**config.mk**
```make
export PLATFORM = sky130hd
export DESIGN_NAME = rtcs_slave
export DESIGN_NICKNAME = d
export VERILOG_FILES = /design/src/rtl/rtcs_fifo.v /design/src/rtl/rtcs_slave.v
export VERILOG_INCLUDE_DIRS = /design/src /design/src/rtl
export SDC_FILE = /design/constraint.sdc
export NUM_CORES = 1
export LEC_CHECK = 0
export ABC_CLOCK_PERIOD_IN_PS = 6700
export BUFFER_PORTS_ARGS = -buffer_cell sky130_fd_sc_hd__buf_2
export CAP_MARGIN = 20
export CORE_ASPECT_RATIO = 1.25
export CORE_UTILIZATION = 34
export DETAILED_ROUTE_END_ITERATION = 8
export GPL_TIMING_DRIVEN = 0
export PLACE_DENSITY_LB_ADDON = 0.2
export SLEW_MARGIN = 0
export SYNTH_ARGS = -nofsm -noshare
export SYNTH_HDL_FRONTEND = slang
export SYNTH_SLANG_ARGS = --single-unit
```
**constraint.sdc**
```tcl
create_clock -name core_clk -period 6.7 [get_ports core_clk]
set_clock_uncertainty 0.1 [all_clocks]
set_input_delay 1.675 -clock core_clk [delete_from_list [all_inputs] [get_ports core_clk]]
set_output_delay 1.675 -clock core_clk [all_outputs]
set_load 0.02 [all_outputs]
```
**src/rtl/rtcs_regs.vh**
```
// Constants for the serial slave access block of the real-time clock.
// Assumes inclusion by bare name from the design files.
`ifndef RTCS_REGS_VH
`define RTCS_REGS_VH
`define RTCS_SLAVE_ADDR 7'h68
`define RTCS_NUM_LOC 5'h14
`define RTCS_LAST_LOC 5'h13
`define RTCS_LAST_CLK_LOC 5'h07
`define RTCS_PTR_RST 5'h00
`define RTCS_CLK_HZ 10000000
`define RTCS_WP_RECOVERY_US 1000
`define RTCS_WP_CYCLES ((`RTCS_WP_RECOVERY_US * (`RTCS_CLK_HZ / 1000000)))
`define RTCS_FIFO_DEPTH 8
`endif

```
**src/rtl/rtcs_fifo.v**
```verilog
// Small synchronous FIFO with valid/ready on both sides.
// Assumes a single clock and a synchronous active-high reset.
`timescale 1ns/100ps
`default_nettype none
module rtcs_fifo #(
    parameter WIDTH = 13,
    parameter DEPTH = 8,
    parameter AW = 3
) (
    input wire core_clk,
    input wire srst,
    input wire in_valid,
    output wire in_ready,
    input wire [WIDTH-1:0] in_data,
    output wire out_valid,
    input wire out_ready,
    output wire [WIDTH-1:0] out_data
);
    reg [WIDTH-1:0] mem_r [0:DEPTH-1];
    reg [AW-1:0] wp_r;
    reg [AW-1:0] rp_r;
    reg [AW:0] cnt_r;
    wire push;
    wire pop;

    assign in_ready = (cnt_r != DEPTH[AW:0]);
    assign out_valid = (cnt_r != {(AW+1){1'b0}});
    assign out_data = mem_r[rp_r];
    assign push = in_valid && in_ready;
    assign pop = out_valid && out_ready;

    always @(posedge core_clk) begin
        if (srst) begin
            wp_r <= {AW{1'b0}};
            rp_r <= {AW{1'b0}};
            cnt_r <= {(AW+1){1'b0}};
        end else begin
            if (push) begin
                wp_r <= (wp_r == DEPTH[AW-1:0] - 1'b1) ? {AW{1'b0}} :
                    wp_r + 1'b1;
            end
            if (pop) begin
                rp_r <= (rp_r == DEPTH[AW-1:0] - 1'b1) ? {AW{1'b0}} :
                    rp_r + 1'b1;
            end
            if (push && !pop) begin
                cnt_r <= cnt_r + 1'b1;
            end else if (pop && !push) begin
                cnt_r <= cnt_r - 1'b1;
            end
        end
    end

    always @(posedge core_clk) begin
        if (push) begin
            mem_r[wp_r] <= in_data;
        end
    end
endmodule // rtcs_fifo
`default_nettype wire

```
**src/rtl/rtcs_slave.v**
```verilog
// Two-wire serial slave front end for a 20-location clock register space.
// Assumes SCL and SDA arrive synchronous to core_clk and are oversampled;
// the register store itself lives outside and answers reads in one cycle.
`timescale 1ns/100ps
`default_nettype none
`include "rtcs_regs.vh"
// Function
// - Join a transfer only after START plus matching seven-bit slave address.
// - Twenty locations reached sequentially by the pointer, wrapping after last.
// - Power fail aborts access, clears pointer, ignores bus until cleared.
// - After power returns, keep writes blocked for the recovery interval.
// - START is SDA falling while SCL high.
// - STOP is SDA rising while SCL high.
// - SDA changes only while SCL low; one SCL pulse per bit.
// - Eight-bit bytes each followed by a ninth acknowledge bit.
// - Acknowledger holds SDA low through the acknowledge high phase.
// - On master not-acknowledge, device releases SDA for STOP.
// - No limit on bytes between START and STOP.
// - After write address and acknowledge, next byte loads the pointer.
// - Read address transmits byte at pointer, continuing until STOP.
// - Pointer advances only on an acknowledge clock.
// - Read without pointer write starts at last pointer value.
// - Write data bytes stored at pointer, pointer increments on acknowledge.
// - Acknowledge slave address, word address and every data byte; code withholds data acknowledge on full FIFO or recovery.
// - Freeze clock copy while pointer in clock area, resume on STOP.
// - Square wave has highest priority on the multi-function output.
// - Completed write to a clock location resets the divider chain.
module rtcs_slave #(
    parameter WP_CYCLES = `RTCS_WP_CYCLES
) (
    input wire core_clk,
    input wire srst,
    input wire scl_in,
    input wire sda_in,
    output wire sda_out,
    output reg sda_oe,
    input wire power_fail,
    output reg [4:0] reg_addr,
    input wire [7:0] reg_rdata,
    output wire wr_valid,
    input wire wr_ready,
    output wire [4:0] wr_addr,
    output wire [7:0] wr_data,
    output reg update_freeze,
    output reg divider_reset,
    input wire sqw_enable,
    input wire sqw_level,
    input wire alt_out_low,
    output reg multi_function_output_oe
);
    // ------------------------------------------------------------------
    // States
    // ------------------------------------------------------------------
    localparam ST_IDLE = 7'b0000001;
    localparam ST_ADDR = 7'b0000010;
    localparam ST_AACK = 7'b0000100;
    localparam ST_RX = 7'b0001000;
    localparam ST_RACK = 7'b0010000;
    localparam ST_TX = 7'b0100000;
    localparam ST_FETCH = 7'b1000000;

    // ------------------------------------------------------------------
    // Registers and nets
    // ------------------------------------------------------------------
    reg [6:0] state_r;
    reg scl_r;
    reg sda_r;
    reg [7:0] shift_r;
    reg [3:0] bit_r;
    reg [4:0] ptr_r;
    reg ptr_phase_r;
    reg rd_mode_r;
    reg wr_clk_r;
    reg mack_r;
    reg fetch_r;
    reg pf_r;
    reg [31:0] wp_cnt_r;
    reg wp_block_r;
    reg fifo_valid_r;
    reg [12:0] fifo_in_r;
    wire fifo_ready;
    wire [12:0] fifo_out;
    wire start_det;
    wire stop_det;
    wire scl_rise;
    wire scl_fall;
    wire blocked;
    wire [4:0] ptr_inc;

    // ------------------------------------------------------------------
    // Bus conditions
    // ------------------------------------------------------------------
    // SCL must be high on both samples, so an edge is never a condition
    assign start_det = scl_in && scl_r && sda_r && !sda_in;
    assign stop_det = scl_in && scl_r && !sda_r && sda_in;
    assign scl_rise = scl_in && !scl_r;
    assign scl_fall = !scl_in && scl_r;
    assign blocked = pf_r || power_fail;
    assign ptr_inc = (ptr_r == `RTCS_LAST_LOC) ? `RTCS_PTR_RST :
        ptr_r + 5'h01;
    assign sda_out = 1'b0;

    // ------------------------------------------------------------------
    // Write path buffering
    // ------------------------------------------------------------------
    // Drops the byte and the transfer by withholding acknowledge if the store lags behind.
    rtcs_fifo #(
        .WIDTH(13),
        .DEPTH(`RTCS_FIFO_DEPTH),
        .AW(3)
    ) u_fifo (
        .core_clk(core_clk),
        .srst(srst),
        .in_valid(fifo_valid_r),
        .in_ready(fifo_ready),
        .in_data(fifo_in_r),
        .out_valid(wr_valid),
        .out_ready(wr_ready),
        .out_data(fifo_out)
    );
    assign wr_addr = fifo_out[12:8];
    assign wr_data = fifo_out[7:0];

    // ------------------------------------------------------------------
    // Power fail and write-protect recovery
    // ------------------------------------------------------------------
    // Recovery counts from the last cycle power_fail was seen;
    // address and pointer bytes still pass, only stores wait.
    always @(posedge core_clk) begin
        if (srst) begin
            pf_r <= 1'b0;
            wp_cnt_r <= 32'h00000000;
            wp_block_r <= 1'b0;
        end else begin
            pf_r <= power_fail;
            if (power_fail) begin
                wp_block_r <= 1'b1;
                wp_cnt_r <= 32'h00000000;
            end else if (wp_block_r) begin
                if (wp_cnt_r >= WP_CYCLES - 1) begin
                    wp_block_r <= 1'b0;
                end
                wp_cnt_r <= wp_cnt_r + 32'h00000001;
            end
        end
    end

    // ------------------------------------------------------------------
    // Store address
    // ------------------------------------------------------------------
    // One cycle behind ptr_r; read fetches wait for it
    always @(posedge core_clk) begin
        if (srst) begin
            reg_addr <= `RTCS_PTR_RST;
        end else begin
            reg_addr <= ptr_r;
        end
    end

    // ------------------------------------------------------------------
    // Bus protocol engine
    // ------------------------------------------------------------------
    // Edge flags compare against last cycle's samples, so each
    // bus event is seen on exactly one clock
    always @(posedge core_clk) begin
        if (srst) begin
            state_r <= ST_IDLE;
            scl_r <= 1'b1;
            sda_r <= 1'b1;
            shift_r <= 8'h00;
            bit_r <= 4'h0;
            ptr_r <= `RTCS_PTR_RST;
            ptr_phase_r <= 1'b0;
            rd_mode_r <= 1'b0;
            wr_clk_r <= 1'b0;
            mack_r <= 1'b0;
            sda_oe <= 1'b0;
            fetch_r <= 1'b0;
            update_freeze <= 1'b0;
            divider_reset <= 1'b0;
            fifo_valid_r <= 1'b0;
            fifo_in_r <= 13'h0000;
        end else begin
            scl_r <= scl_in;
            sda_r <= sda_in;
            divider_reset <= 1'b0;
            if (fifo_valid_r && fifo_ready) begin
                fifo_valid_r <= 1'b0;
            end
            if (blocked) begin
                state_r <= ST_IDLE;
                ptr_r <= `RTCS_PTR_RST;
                sda_oe <= 1'b0;
                update_freeze <= 1'b0;
                wr_clk_r <= 1'b0;
            end else if (stop_det) begin
                state_r <= ST_IDLE;
                sda_oe <= 1'b0;
                update_freeze <= 1'b0;
                divider_reset <= wr_clk_r;
                wr_clk_r <= 1'b0;
            end else if (start_det) begin
                state_r <= ST_ADDR;
                bit_r <= 4'h0;
                sda_oe <= 1'b0;
                divider_reset <= wr_clk_r;
                wr_clk_r <= 1'b0;
            end else begin
                case (state_r)
                    ST_IDLE: begin
                        sda_oe <= 1'b0;
                    end
                    ST_ADDR: begin
                        if (scl_rise) begin
                            shift_r <= {shift_r[6:0], sda_in};
                            bit_r <= bit_r + 4'h1;
                        end else if (scl_fall && bit_r == 4'h8) begin
                            if (shift_r[7:1] == `RTCS_SLAVE_ADDR) begin
                                sda_oe <= 1'b1;
                                rd_mode_r <= shift_r[0];
                                ptr_phase_r <= !shift_r[0];
                                state_r <= ST_AACK;
                            end else begin
                                state_r <= ST_IDLE;
                            end
                        end
                    end
                    ST_AACK: begin
                        if (scl_fall) begin
                            bit_r <= 4'h0;
                            if (rd_mode_r) begin
                                // Read starts at the held pointer
                                shift_r <= reg_rdata;
                                sda_oe <= !reg_rdata[7];
                                update_freeze <= (ptr_r <=
                                    `RTCS_LAST_CLK_LOC);
                                state_r <= ST_TX;
                            end else begin
                                sda_oe <= 1'b0;
                                state_r <= ST_RX;
                            end
                        end
                    end
                    ST_RX: begin
                        if (scl_rise) begin
                            shift_r <= {shift_r[6:0], sda_in};
                            bit_r <= bit_r + 4'h1;
                        end else if (scl_fall && bit_r == 4'h8) begin
                            // Full FIFO or recovery: no acknowledge, no store
                            if (ptr_phase_r) begin
                                ptr_r <= (shift_r[4:0] > `RTCS_LAST_LOC) ?
                                    `RTCS_PTR_RST : shift_r[4:0];
                                update_freeze <= (shift_r[4:0] <=
                                    `RTCS_LAST_CLK_LOC);
                                sda_oe <= 1'b1;
                                state_r <= ST_RACK;
                            end else if (!wp_block_r && fifo_ready &&
                                !fifo_valid_r) begin
                                fifo_in_r <= {ptr_r, shift_r};
                                fifo_valid_r <= 1'b1;
                                if (ptr_r <= `RTCS_LAST_CLK_LOC) begin
                                    wr_clk_r <= 1'b1;
                                end
                                sda_oe <= 1'b1;
                                state_r <= ST_RACK;
                            end else begin
                                state_r <= ST_IDLE;
                            end
                        end
                    end
                    ST_RACK: begin
                        if (scl_fall) begin
                            sda_oe <= 1'b0;
                            bit_r <= 4'h0;
                            if (!ptr_phase_r) begin
                                ptr_r <= ptr_inc;
                                update_freeze <= (ptr_inc <=
                                    `RTCS_LAST_CLK_LOC);
                            end
                            ptr_phase_r <= 1'b0;
                            state_r <= ST_RX;
                        end
                    end
                    ST_TX: begin
                        if (scl_rise) begin
                            bit_r <= bit_r + 4'h1;
                            if (bit_r == 4'h8) begin
                                // Master acknowledge rides the ninth pulse
                                mack_r <= !sda_in;
                            end
                        end else if (scl_fall && bit_r == 4'h8) begin
                            sda_oe <= 1'b0;
                        end else if (scl_fall && bit_r == 4'h9) begin
                            ptr_r <= ptr_inc;
                            update_freeze <= (ptr_inc <=
                                `RTCS_LAST_CLK_LOC);
                            bit_r <= 4'h0;
                            fetch_r <= 1'b0;
                            if (mack_r) begin
                                state_r <= ST_FETCH;
                            end else begin
                                state_r <= ST_IDLE;
                            end
                        end else if (scl_fall) begin
                            sda_oe <= !shift_r[6];
                            shift_r <= {shift_r[6:0], 1'b0};
                        end
                    end
                    ST_FETCH: begin
                        // Second cycle: reg_addr and reg_rdata follow ptr_r
                        if (fetch_r) begin
                            shift_r <= reg_rdata;
                            sda_oe <= !reg_rdata[7];
                            fetch_r <= 1'b0;
                            state_r <= ST_TX;
                        end else begin
                            fetch_r <= 1'b1;
                        end
                    end
                    default: begin
                        state_r <= ST_IDLE;
                    end
                endcase
            end
        end
    end

    // ------------------------------------------------------------------
    // Multi-function output
    // ------------------------------------------------------------------
    // Open drain pin: oe high pulls it low. The square wave
    // overrides every other source.
    always @(posedge core_clk) begin
        if (srst) begin
            multi_function_output_oe <= 1'b0;
        end else if (sqw_enable) begin
            multi_function_output_oe <= !sqw_level;
        end else begin
            multi_function_output_oe <= alt_out_low;
        end
    end
endmodule // rtcs_slave
`default_nettype wire

```
==> impl_metrics.csv <==
group,metric,value,unit
run_status,outcome,"finished, final reports clean",
route,drt_iter0_markers,417,
timing,fmax,202.5,MHz
place,place_congestion,0.9091,
logic_synthesis,synth_edf_count,104,
global_route,met1_usage,20.11,%
setup_path,crit_type,"reg2out",
logic_synthesis,synth_flop_cell,"edfxtp_1",
logic_synthesis,syn-cell-area,0.009409,mm²
setup_path,worst-path-stages,5,
setup_path,crit_path_end_kind,"primary output",
cts,clk_pin_slew,0.06,ns
timing,setup_viol,0,
logic_synthesis,synth-async-reset-ratio,0,%
power,ir_drop,0.0001443,V
route,drc_errors,0,
timing,min_period,4.938,ns
setup_path,cp-start-kind,"flip-flop",
route,final_antenna_net_count,0,
cts,cts_sinks,205,
place,dpl.cell_count,1201,
die,start_util,34.86,%
logic_synthesis,avgSynthCellArea,11.64,µm²
cells_and_area,seq_area,0.005145,mm²
logic_synthesis,syn_inst,808,
cts,cts_resized,0,
global_route,grt_pass1_wl,35650,µm
cts,cts_htree_levels,1,
die,placementRows,67,
setup_path,worstPathRequired,4.93,ns
setup_path,critPathMaxFanout,10,
die,die_w,150.8,µm
timing,maxSlewHeadroom,33.52,%
die,die_h,188.0,µm
setup_path,path_cells,"clkbuf_1 > buf_1 > mux4_2 > mux2_2 > buf_2",
die,dieArea,0.02835,mm²
cells_and_area,final_common_cell,"edfxtp_1",
global_route,grt_pass1_vias,6573,
setup_path,crit_buf_inv,3,
route,dr.pass1.iters,4,
timing,worst_pin_slew,0.9972,ns
cts,cts_buffers,22,
setup_path,cp-endpoint,"wr_data[3]",
die,pin_count,41,
cells_and_area,area_growth,16.52,%
global_route,grt_use_total,16.15,%
global_route,top_usage_layer,"met2",
setup_path,crit_family,"buffers and inverters",
logic_synthesis,yosys.cell_types.count,78,
global_route,antenna_found_initial,0,
cells_and_area,finalNonFillerCells,1241,
logic_synthesis,synth-seq-cells,205,
job,maxCapViolCount,0,
cts,clockBufferDepth,3,
cells_and_area,multi_input_area,0.004040,mm²
hold_path,worstHoldPathType,"reg2reg",
global_route,grt_overflow,0,
power,power_density,262.4,mW/mm²
cts,clk_latency,0.50,ns
timing,min_period_over_period,73.71,%
timing,rsz0062_at_grt,"false",
route,vias,6607,
route,wire_per_inst,18.07,µm
route,wirelength,22420,µm
cts,post-cts-setup-buffers,0,
timing,final-max-slew-violation-count,0,
cells_and_area,final_cell_mix,"edfxtp_1 (104), dfxtp_1 (101), nor2_1 (68)",
timing,hold_violations,0,
setup_path,reg2reg_to,"u_fifo.cnt_r[3]",
setup_path,rr_worst_depth,12,
cells_and_area,n_antenna_cell,0,
power,p_leak,4.077,nW
cells_and_area,final_nets,910,
global_route,met3_usage,2.287,%
setup_path,cp.arrival,3.16,ns
logic_synthesis,syn_nets,838,
die,coreArea,0.02699,mm²
timing,tns,0,ns
setup_path,slowest_stage,"buf_1",
setup_path,critPathMaxStageDelay,0.81,ns
place,portBuffers,38,
route,via_per_inst,5.324,
cts,root_buffer,"clkbuf_16",
place,dp_hpwl,16060,µm
cells_and_area,n_fill_cell,2637,
cells_and_area,drive_gt1_share,18.19,%
setup_path,rrSetupSlack,3.50,ns
cts,cts_tree,"built",
global_route,grt_use_met2,27.22,%
cts,ctsHoldBuffers,0,
logic_synthesis,yosysWarnings,0,
cells_and_area,fin_util,40.61,%
logic_synthesis,synth.yosys.seq_area_share,54.68,%
global_route,grt_max_degree,15,
setup_path,r2r_start,"u_fifo.cnt_r[0]",
[layout make-up]
type | instances | area share, %
sequential | 205 | 46.93
multi-input combinational | 539 | 36.85
buffer | 51 | 1.963
timing repair buffer | 48 | 2.625
clock buffer | 26 | 5.638
inverter | 13 | 0.4451
clock inverter | 14 | 1.609
tap | 345 | 3.937
[per-stage QoR]
step | hold WS [ns] | area, µm² | total power (W) | setup WS (ns)
after CTS | 0.3515 | 10960 | 0.002911 | 1.632
after global routing | 0.3877 | 10960 | 0.002980 | 1.475
after floorplan | 0.3210 | 9409 | 0.001524 | 2.812
after detailed placement | 0.3442 | 10170 | 0.001590 | 2.168
after global placement | 0.3326 | 10030 | 0.001589 | 2.179
final | 0.3473 | 10960 | 0.002877 | 1.762
[layer usage]
| metal | vias to the layer above | part of all wire (%) |
|---|---|---|
| li1 | 3190 | - |
| met1 | 3172 | 43 |
| met2 | 179 | 48 |
| met3 | 66 | 4.8 |
| met4 | 0 | 4.4 |
| met5 | - | 0 |
[power by group]
group / total (W) / switching, W / internal (W) / leakage, nW
logic: 0.000224 / 0.000131 / 0.0000930 / 1.69
registers: 0.00133 / 0.0000141 / 0.00132 / 2.00
clock network: 0.00132 / 0.000503 / 0.000816 / 0.390
total: 0.00288 / 0.000648 / 0.00223 / 4.08
[tightest hold or removal path, cell delays in order, from the launching register on]
cell and delay (ns):
dfxtp_1 0.30, inv_1 0.05, a21oi_1 0.05
[worst min path at each step]
stage,cells after the start,start,endpoint
floorplan,2,wr_clk_r,wr_clk_r
global placement,2,wr_clk_r,wr_clk_r
detailed placement,2,wr_clk_r,wr_clk_r
CTS,2,wr_clk_r,wr_clk_r
global route,2,wr_clk_r,wr_clk_r
finish,2,wr_clk_r,wr_clk_r
[logic make-up (layout without fill, tap and decap cells)]
family | count (synthesis) | count (layout) | synth area share (%)
xor gates and xnor gates | 37 | 37 | 3.444
AOI/OAI and AO/OA | 121 | 121 | 8.311
muxes | 69 | 69 | 11.40
DFF | 205 | 205 | 54.68
buffers and inverters | 64 | 152 | 2.806
adders and majority gates | 13 | 13 | 1.808
other | 1 | 1 | 0.03986
and+or+nand+nor | 298 | 298 | 17.51
[state kept, by name (all words and copies together) (netlist names), 3 cells and up, named ones only]
name	cells
bit_r	4
fifo_in_r	13
ptr_r	5
reg_addr	5
shift_r	8
state_r	7
u_fifo.cnt_r	4
u_fifo.mem_r	104
u_fifo.rp_r	3
u_fifo.wp_r	3
wp_cnt_r	32
[cell usage after synthesis, drive strengths merged, types with 4 or more instances]
master,instances,share of area [%]
nor2b,19,1.3
o21ai,27,1.4
or4,7,0.60
edfxtp,104,33
mux2,21,2.8
nand3,26,1.4
nand2,36,1.4
inv,13,0.52
o211ai,5,0.40
or2,8,0.53
xnor2,11,1.0
a31oi,5,0.33
nor2,69,2.8
a21oi,40,2.1
nor4b,8,0.74
and3,6,0.40
ha,12,1.6
nor4,15,1.1
xor2,26,2.4
nor3b,6,0.48
or3,14,0.93
mux2i,22,2.3
nand4,21,1.4
a211oi,4,0.32
nand2b,13,0.86
or4b,4,0.43
buf,10,0.65
clkbuf,41,1.6
mux4,26,6.2
dfxtp,101,21
o22ai,4,0.27
nor3,30,1.7
No activity file was read; power rests on OpenSTA's default activity.
